**src/inc/smf_pkg.sv**
```systemverilog
// Constants for the supply monitor flag logic
package smf_pkg;
  // Register address and field positions
  localparam logic [7:0] CTRL_ADDR = 8'hdf;
  localparam logic [7:0] CTRL_RESET = 8'hde;
  localparam int unsigned EN_BIT = 0;
  localparam int unsigned TRIP_LO_BIT = 3;
  localparam int unsigned TRIP_HI_BIT = 4;
  localparam int unsigned FLAG_BIT = 5;
  localparam int unsigned DCMP_BIT = 6;
  localparam logic [7:0] RSVD_MASK = 8'h86;
  localparam logic [7:0] RSVD_VALUE = 8'h86;
  // Trip select codes
  localparam logic [1:0] TRIP_4V37 = 2'h0;
  localparam logic [1:0] TRIP_3V08 = 2'h1;
  localparam logic [1:0] TRIP_2V93 = 2'h2;
  localparam logic [1:0] TRIP_2V63 = 2'h3;
  // Timing
  localparam int unsigned CLK_HZ = 20000000;
  localparam int unsigned CLK_PERIOD_NS = 50;
  localparam int unsigned HOLD_MS = 250;
  localparam int unsigned HOLD_CYC = HOLD_MS * (CLK_HZ / 1000);
  localparam int unsigned GLITCH_NS = 1000;
  localparam int unsigned GLITCH_CYC = (GLITCH_NS + CLK_PERIOD_NS - 1) / CLK_PERIOD_NS;
  localparam int unsigned HOLD_W = 23;
  localparam int unsigned GLITCH_W = 5;
endpackage

```
**src/verilog/smf_glitch_filter.sv**
```systemverilog
// Low-level glitch filter for the combined comparator low signal
`timescale 1ns/10ps
module smf_glitch_filter (
  input wire logic CLOCK,
  input wire logic RST_N,
  input wire logic low_in,
  output logic low_out
);
  typedef struct packed {
    logic [smf_pkg::GLITCH_W-1:0] cnt;
    logic out;
  } smf_filt_t;

  smf_filt_t st_r;
  smf_filt_t st_nxt;

  localparam logic [smf_pkg::GLITCH_W-1:0] LAST = smf_pkg::GLITCH_W'(smf_pkg::GLITCH_CYC - 1);

  ////////////////////////////////////////////////////////////////////////////
  // glitch rejection
  // Low must persist for the full window; any high sample restarts it
  always_comb begin
    st_nxt = st_r;
    if (!low_in) begin
      st_nxt.cnt = '0;
      st_nxt.out = 1'b0;
    end else if (st_r.cnt == LAST) begin
      st_nxt.out = 1'b1;
    end else begin
      st_nxt.cnt = st_r.cnt + 1'b1;
    end
  end

  // State register
  always_ff @(posedge CLOCK or negedge RST_N) begin
    if (!RST_N) begin
      st_r <= '0;
    end else begin
      st_r <= st_nxt;
    end
  end

  assign low_out = st_r.out;
endmodule // smf_glitch_filter

```
**src/verilog/smf_top.sv**
```systemverilog
// Supply monitor control register, low-supply flag and hold-off timer
// What this block does
// - Monitor acts only while control bit 0 is one; zero disables it.
// - Two-bit field picks digital threshold: 4.37, 3.08, 2.93, 2.63 volts.
// - Bit 6 reads live digital comparator state; writes to it do nothing.
// - Flag bit 5 sets once either supply comparator has read low for 1000 ns.
// - Both high starts 250 ms count; a drop restarts it; timeout clears.
// - Software may write the flag; clearing is ignored while a supply is low.
// - Interrupt requested only when the flag and its enable are both set.
// - Short comparator dips must not raise the flag.
`timescale 1ns/10ps
module smf_top #(
  parameter int unsigned HOLD_CYCLES = smf_pkg::HOLD_CYC
) (
  input wire logic CLOCK,
  input wire logic RST_N,
  input wire logic [7:0] SFR_ADDR,
  input wire logic SFR_WR,
  input wire logic SFR_RD,
  input wire logic [7:0] SFR_WDATA,
  input wire logic ANALOG_SUPPLY_COMPARE,
  input wire logic DIGITAL_SUPPLY_COMPARE,
  input wire logic SUPPLY_IRQ_ENABLE,
  output logic [7:0] SFR_RDATA,
  output logic SUPPLY_MONITOR_ENABLE,
  output logic [1:0] DIGITAL_TRIP_SELECT,
  output logic SUPPLY_LOW_FLAG,
  output logic SUPPLY_IRQ
);
  typedef struct packed {
    logic [1:0] cmp_meta;
    logic [1:0] cmp_sync;
    logic enable;
    logic [1:0] trip;
    logic flag;
    logic [smf_pkg::HOLD_W-1:0] hold_cnt;
    logic [7:0] rdata;
    logic irq;
  } smf_state_t;

  smf_state_t st_r;
  smf_state_t st_nxt;
  logic any_low;
  logic filt_low;
  logic both_high;
  logic hit_wr;
  logic hit_rd;
  logic hold_done;
  logic mon_low;

  localparam logic [smf_pkg::HOLD_W-1:0] HOLD_LAST = smf_pkg::HOLD_W'(HOLD_CYCLES - 1);

  ////////////////////////////////////////////////////////////////////////////
  // Decode from the raw bus; comparator condition from synchronised samples
  assign hit_wr = SFR_WR && (SFR_ADDR == smf_pkg::CTRL_ADDR);
  assign hit_rd = SFR_RD && (SFR_ADDR == smf_pkg::CTRL_ADDR);
  assign both_high = st_r.cmp_sync[0] && st_r.cmp_sync[1];
  assign any_low = !both_high;
  assign hold_done = both_high && (st_r.hold_cnt == HOLD_LAST);

  // filter idles while disabled
  // A low that ended before enable must not land the flag on the enabling write
  assign mon_low = any_low && st_r.enable;

  // Only the flag-setting path is filtered; status and timer see raw sync
  smf_glitch_filter u_filter (
    .CLOCK(CLOCK),
    .RST_N(RST_N),
    .low_in(mon_low),
    .low_out(filt_low)
  );

  ////////////////////////////////////////////////////////////////////////////
  // Next-state logic
  always_comb begin
    st_nxt = st_r;
    st_nxt.cmp_meta = {DIGITAL_SUPPLY_COMPARE, ANALOG_SUPPLY_COMPARE};
    st_nxt.cmp_sync = st_r.cmp_meta;

    if (hit_wr) begin
      st_nxt.enable = SFR_WDATA[smf_pkg::EN_BIT];
      st_nxt.trip = SFR_WDATA[smf_pkg::TRIP_HI_BIT:smf_pkg::TRIP_LO_BIT];
    end

    // hold-off counter
    // Counter only runs while the flag waits to be released
    if (!st_r.enable || !st_r.flag || !both_high || hold_done) begin
      st_nxt.hold_cnt = '0;
    end else begin
      st_nxt.hold_cnt = st_r.hold_cnt + 1'b1;
    end

    if (st_r.enable && st_r.flag && hold_done) begin
      st_nxt.flag = 1'b0;
    end
    if (hit_wr) begin
      if (SFR_WDATA[smf_pkg::FLAG_BIT]) begin
        st_nxt.flag = 1'b1;
      end else if (both_high) begin
        st_nxt.flag = 1'b0;
      end
    end
    // hardware set
    // Set is applied last so it wins over any clear in the same cycle
    if (st_r.enable && filt_low) begin
      st_nxt.flag = 1'b1;
    end

    st_nxt.irq = st_nxt.flag && SUPPLY_IRQ_ENABLE;

    // reserved bits fixed
    // Unmapped reads return zero
    if (hit_rd) begin
      st_nxt.rdata = smf_pkg::RSVD_VALUE;
      st_nxt.rdata[smf_pkg::DCMP_BIT] = st_r.cmp_sync[1];
      st_nxt.rdata[smf_pkg::FLAG_BIT] = st_r.flag;
      st_nxt.rdata[smf_pkg::TRIP_HI_BIT:smf_pkg::TRIP_LO_BIT] = st_r.trip;
      st_nxt.rdata[smf_pkg::EN_BIT] = st_r.enable;
    end else if (SFR_RD) begin
      st_nxt.rdata = 8'h00;
    end
  end

  ////////////////////////////////////////////////////////////////////////////
  // State register; reset mirrors the control reset value
  always_ff @(posedge CLOCK or negedge RST_N) begin
    if (!RST_N) begin
      st_r <= '0;
      st_r.enable <= smf_pkg::CTRL_RESET[smf_pkg::EN_BIT];
      st_r.trip <= smf_pkg::CTRL_RESET[smf_pkg::TRIP_HI_BIT:smf_pkg::TRIP_LO_BIT];
      st_r.flag <= smf_pkg::CTRL_RESET[smf_pkg::FLAG_BIT];
    end else begin
      st_r <= st_nxt;
    end
  end

  // Outputs straight from flops
  assign SFR_RDATA = st_r.rdata;
  assign SUPPLY_MONITOR_ENABLE = st_r.enable;
  assign DIGITAL_TRIP_SELECT = st_r.trip;
  assign SUPPLY_LOW_FLAG = st_r.flag;
  assign SUPPLY_IRQ = st_r.irq;
endmodule // smf_top
```
**config.mk**
```make
export PLATFORM = sky130hd
export DESIGN_NAME = smf_top
export DESIGN_NICKNAME = d
export VERILOG_FILES = /design/src/inc/smf_pkg.sv /design/src/verilog/smf_glitch_filter.sv /design/src/verilog/smf_top.sv
export SDC_FILE = /design/constraint.sdc
export NUM_CORES = 1
export LEC_CHECK = 0
export BUFFER_PORTS_ARGS = -buffer_cell sky130_fd_sc_hd__buf_2
export CAP_MARGIN = 10
export CORE_ASPECT_RATIO = 1.1
export CORE_UTILIZATION = 50
export DETAILED_ROUTE_END_ITERATION = 10
export GPL_TIMING_DRIVEN = 0
export PLACE_DENSITY = 0.75
export SLEW_MARGIN = 15
export SYNTH_ARGS = -nofsm -noshare
export SYNTH_HDL_FRONTEND = slang
export SYNTH_SLANG_ARGS = --single-unit
export TNS_END_PERCENT = 100
```
**constraint.sdc**
```tcl
create_clock -name CLOCK -period 2 [get_ports CLOCK]
set_clock_uncertainty 0.1 [all_clocks]
set_input_delay 0.2 -clock CLOCK [delete_from_list [all_inputs] [get_ports CLOCK]]
set_output_delay 0.2 -clock CLOCK [all_outputs]
set_load 0.01 [all_outputs]
```
==> results.json <==
{
  "fp.dieW_um": 63.95,
  "crit_chain": "nand4_4 -> or4_4 -> buf_6 -> or3_1 -> a21oi_2",
  "final_antenna_net_count": 0,
  "startpoint": "st_r[14]",
  "wl_per_cell_um": 13.16,
  "synth_nets": 228,
  "place_ws_ps": -163.5,
  "gp_congestion": 0.7900,
  "intPower_uw": 1299,
  "cts_tree": "done",
  "tns_ps": 0,
  "ys_top_cells_by_count": "dfrtp_1 (42), nor2_1 (20), nand2_1 (13)",
  "num_vias": 1681,
  "postSynth.asyncResetShare": 1.000,
  "via_per_inst": 5.440,
  "yosysUniqueCellTypes": 43,
  "core-area_um2": 3994,
  "synth_fa_ha_area_frac": 0.01186,
  "hold_viol": 0,
  "max_cap_viol_count": 0,
  "required_ps": 2130,
  "worst_slack_ps": 66.99,
  "clock.fmax_mhz": 517.3,
  "final-setup-viol-count": 0,
  "ctsRootBufferMaster": "clkbuf_8",
  "drt_wl_total_um": 4067,
  "cts_sinks": 44,
  "cts-buffers-inserted": 5,
  "synthXorXnorAreaFrac": 0.05809,
  "drt_iter0_drc": 126,
  "final_layout_size_suffix_gt1_frac": 0.3307,
  "rsz0062_at_grt": "false",
  "hp-class": "in -> reg",
  "die_area_um2": 4486,
  "synth_top_area_share": 0.4979,
  "worstSetupEndpointType": "register",
  "r2r_end": "st_r[28]",
  "gr-usage-all-layers": 0.1932,
  "arrival_ps": 2060,
  "path_max_fanout": 8,
  "clk_path_buf_depth": 2,
  "status": "complete, no violations",
  "combPwrFrac": 0.039,
  "reg2reg_depth": 5,
  "clkLatencyLatePin_ps": 290,
  "area_delta_synth_final_pct": 24.13,
  "grt_pass1_wl_um": 6768,
  "switchingPower_uw": 332.2,
  "clk_pin_slew_worst_paths_ps": 80,
  "synth_edf_count": 0,
  "fin_util": 0.6560,
  "min_period_over_period": 0.9665,
  "rrSetupSlack_ps": 70,
  "reg2reg_from": "st_r[14]",
  "pin_count": 36,
  "cts_max_level": 2,
  "max_slew_margin": 0.3734,
  "grt_antenna_before_repair": 0,
  "synth_compound_area_frac": 0.09840,
  "synthSimpleGateAreaFrac": 0.2270,
  "startpoint_type": "register",
  "post-dp-hpwl_um": 2790,
  "critPathKind": "reg -> reg",
  "worst_slew_pin_slew_ps": 939.8,
  "ir_drop_mv": 0.4406,
  "synth.area.mux_share": 0.02075,
  "synthCells": 203,
  "synthTopCellsByArea": "dfrtp_1 (50%), buf_4 (4.3%), nor2_1 (3.6%), xor2_1 (3.3%), dfstp_2 (2.5%)",
  "crit_end": "st_r[28]",
  "grt_overflow": 0,
  "period_needed_ps": 1933,
  "yosysSeqAreaShare": 0.5228,
  "synth_top_family_by_area": "simple AND/OR/NAND/NOR gates",
  "dominantRegCellSynth": "dfrtp_1",
  "pwr-share-clk": 0.405,
  "start_util": 0.5285,
  "yosysWarnings": 0,
  "nets": 281,
  "diodes": 0,
  "synth_most_common_cell": "dfrtp_1",
  "syn_area_per_cell_um2": 10.40,
  "io_buffers": 31,
  "switching_share": 0.2037,
  "drtPass1Iterations": 4,
  "drc": 0,
  "die_h_um": 70.15,
  "slew_violations": 0,
  "seqPwrFrac": 0.556,
  "ys_seq_elements": 44,
  "synth_area_leader_cell": "dfrtp_1",
  "cpMaxStageDelayCell": "or4_4",
  "syn_area_um2": 2111,
  "grt_pass1_vias": 1577,
  "std_cell_rows": 24,
  "p_per_area_nw_per_um2": 622.4,
  "grt_max_degree": 45,
  "critPathMaxStageDelay_ps": 560,
  "p_leak_uw": 0.001142
}
==> cell type report <==
type                            instances  area [µm²]
Buffer                                 14       112.6
Multi-Input combinational cell        137       907.1
Timing Repair Buffer                   47       290.3
Tap cell                               52       65.06
Inverter                                7       26.28
Sequential cell                        44        1111
Clock buffer                            6       72.57
Fill cell                             311        1374
Clock inverter                          2       35.03
==> cells by family (layout without fill, tap and decap cells) <==
family,count (synthesis),in the layout
and+or+nand+nor,86,86
DFF,44,44
AOI/OAI and AO/OA,31,31
buffers and inverters,22,76
xor gates and xnor gates,14,14
muxes,4,4
adders and majority gates,2,2
==> metal layers <==
| layer | up-vias | wire length, µm | share of wire | GRT usage |
|---|---|---|---|---|
| met5 | - | 0 | 0 | 0 |
| met4 | 0 | 38 | 0.0093 | 0.05808 |
| met3 | 5 | 231 | 0.057 | 0.05065 |
| met2 | 51 | 2015 | 0.50 | 0.3310 |
| met1 | 802 | 1780 | 0.44 | 0.2364 |
| li1 | 823 | - | - | - |
==> worst max-delay path, delay by kind of cell, from the launching register on <==
| kind | cells | cell delay [ps] |
|---|---|---|
| and+or+nand+nor | 3 | 1070 |
| AOI/OAI and AO/OA | 1 | 130 |
| DFF | 1 | 410 |
| buffers and inverters | 1 | 140 |
==> power groups by stage <==
stage	sequential, µW	clock [µW]	combinational, µW
2_1_floorplan	924	0	17.9
3_3_place_gp	923	0	60.2
3_5_place_dp	924	0	61.1
4_1_cts	906	675	65.8
5_1_grt	908	710	72.7
6_report	906	660	64.2
==> cells in the final DEF, fill, tap and decap left out, drive strengths merged, types with 3 or more instances in the layout <==
master / netlist / final
nand4: 8 / 8
a22o: 5 / 5
dlygate4sd3: 0 / 3
nor2: 20 / 20
nor4: 5 / 5
dfrtp: 42 / 42
xor2: 8 / 8
a21oi: 11 / 11
nor3: 4 / 4
inv: 7 / 7
or4: 7 / 7
nand3: 10 / 10
clkbuf: 2 / 7
nand2: 13 / 13
mux2: 3 / 3
o31ai: 4 / 4
xnor2: 6 / 6
o21ai: 6 / 6
or3: 6 / 6
buf: 13 / 57
==> per-stage QoR <==
stage | power, µW | hold WS, ps | cells | cell area, µm²
6_report | 1631 | 20.23 | 309 | 2620
2_1_floorplan | 941.7 | -195.6 | 203 | 2111
5_1_grt | 1691 | 14.14 | 309 | 2620
4_1_cts | 1647 | 15.44 | 299 | 2506
3_5_place_dp | 985.0 | 214.2 | 286 | 2331
3_3_place_gp | 983.7 | 210.1 | 286 | 2331
==> worst min-delay path by stage <==
stage | from | endpoint | slack [ps] | depth (start not counted)
final | SUPPLY_IRQ_ENABLE | SUPPLY_IRQ | 20 | 3
after global routing | SUPPLY_IRQ_ENABLE | SUPPLY_IRQ | 10 | 3
after CTS | SUPPLY_IRQ_ENABLE | SUPPLY_IRQ | 20 | 3
after detailed placement | DIGITAL_SUPPLY_COMPARE | st_nxt[37] | 210 | 1
after global placement | DIGITAL_SUPPLY_COMPARE | st_nxt[37] | 210 | 1
after floorplan | RST_N | SFR_RDATA[0] | -200 | 0
==> sequential cells by signal (all words and copies together), names as in the netlist <==
register,count
st_r,25
st_nxt,2
SUPPLY_IRQ,1
u_filter.low_out,1
u_filter.st_r,5
SFR_RDATA,6
DIGITAL_TRIP_SELECT,2
SUPPLY_MONITOR_ENABLE,1
SUPPLY_LOW_FLAG,1
==> what timing repair did <==
action,CTS,global route
buffers inserted,2,9
setup endpoints to repair,20,21
hold buffers,3,0
resized for setup,5,15
cloned,0,2
hold endpoints to repair,44,0
pin swaps,0,4
Power figures use the tool's default switching activity.
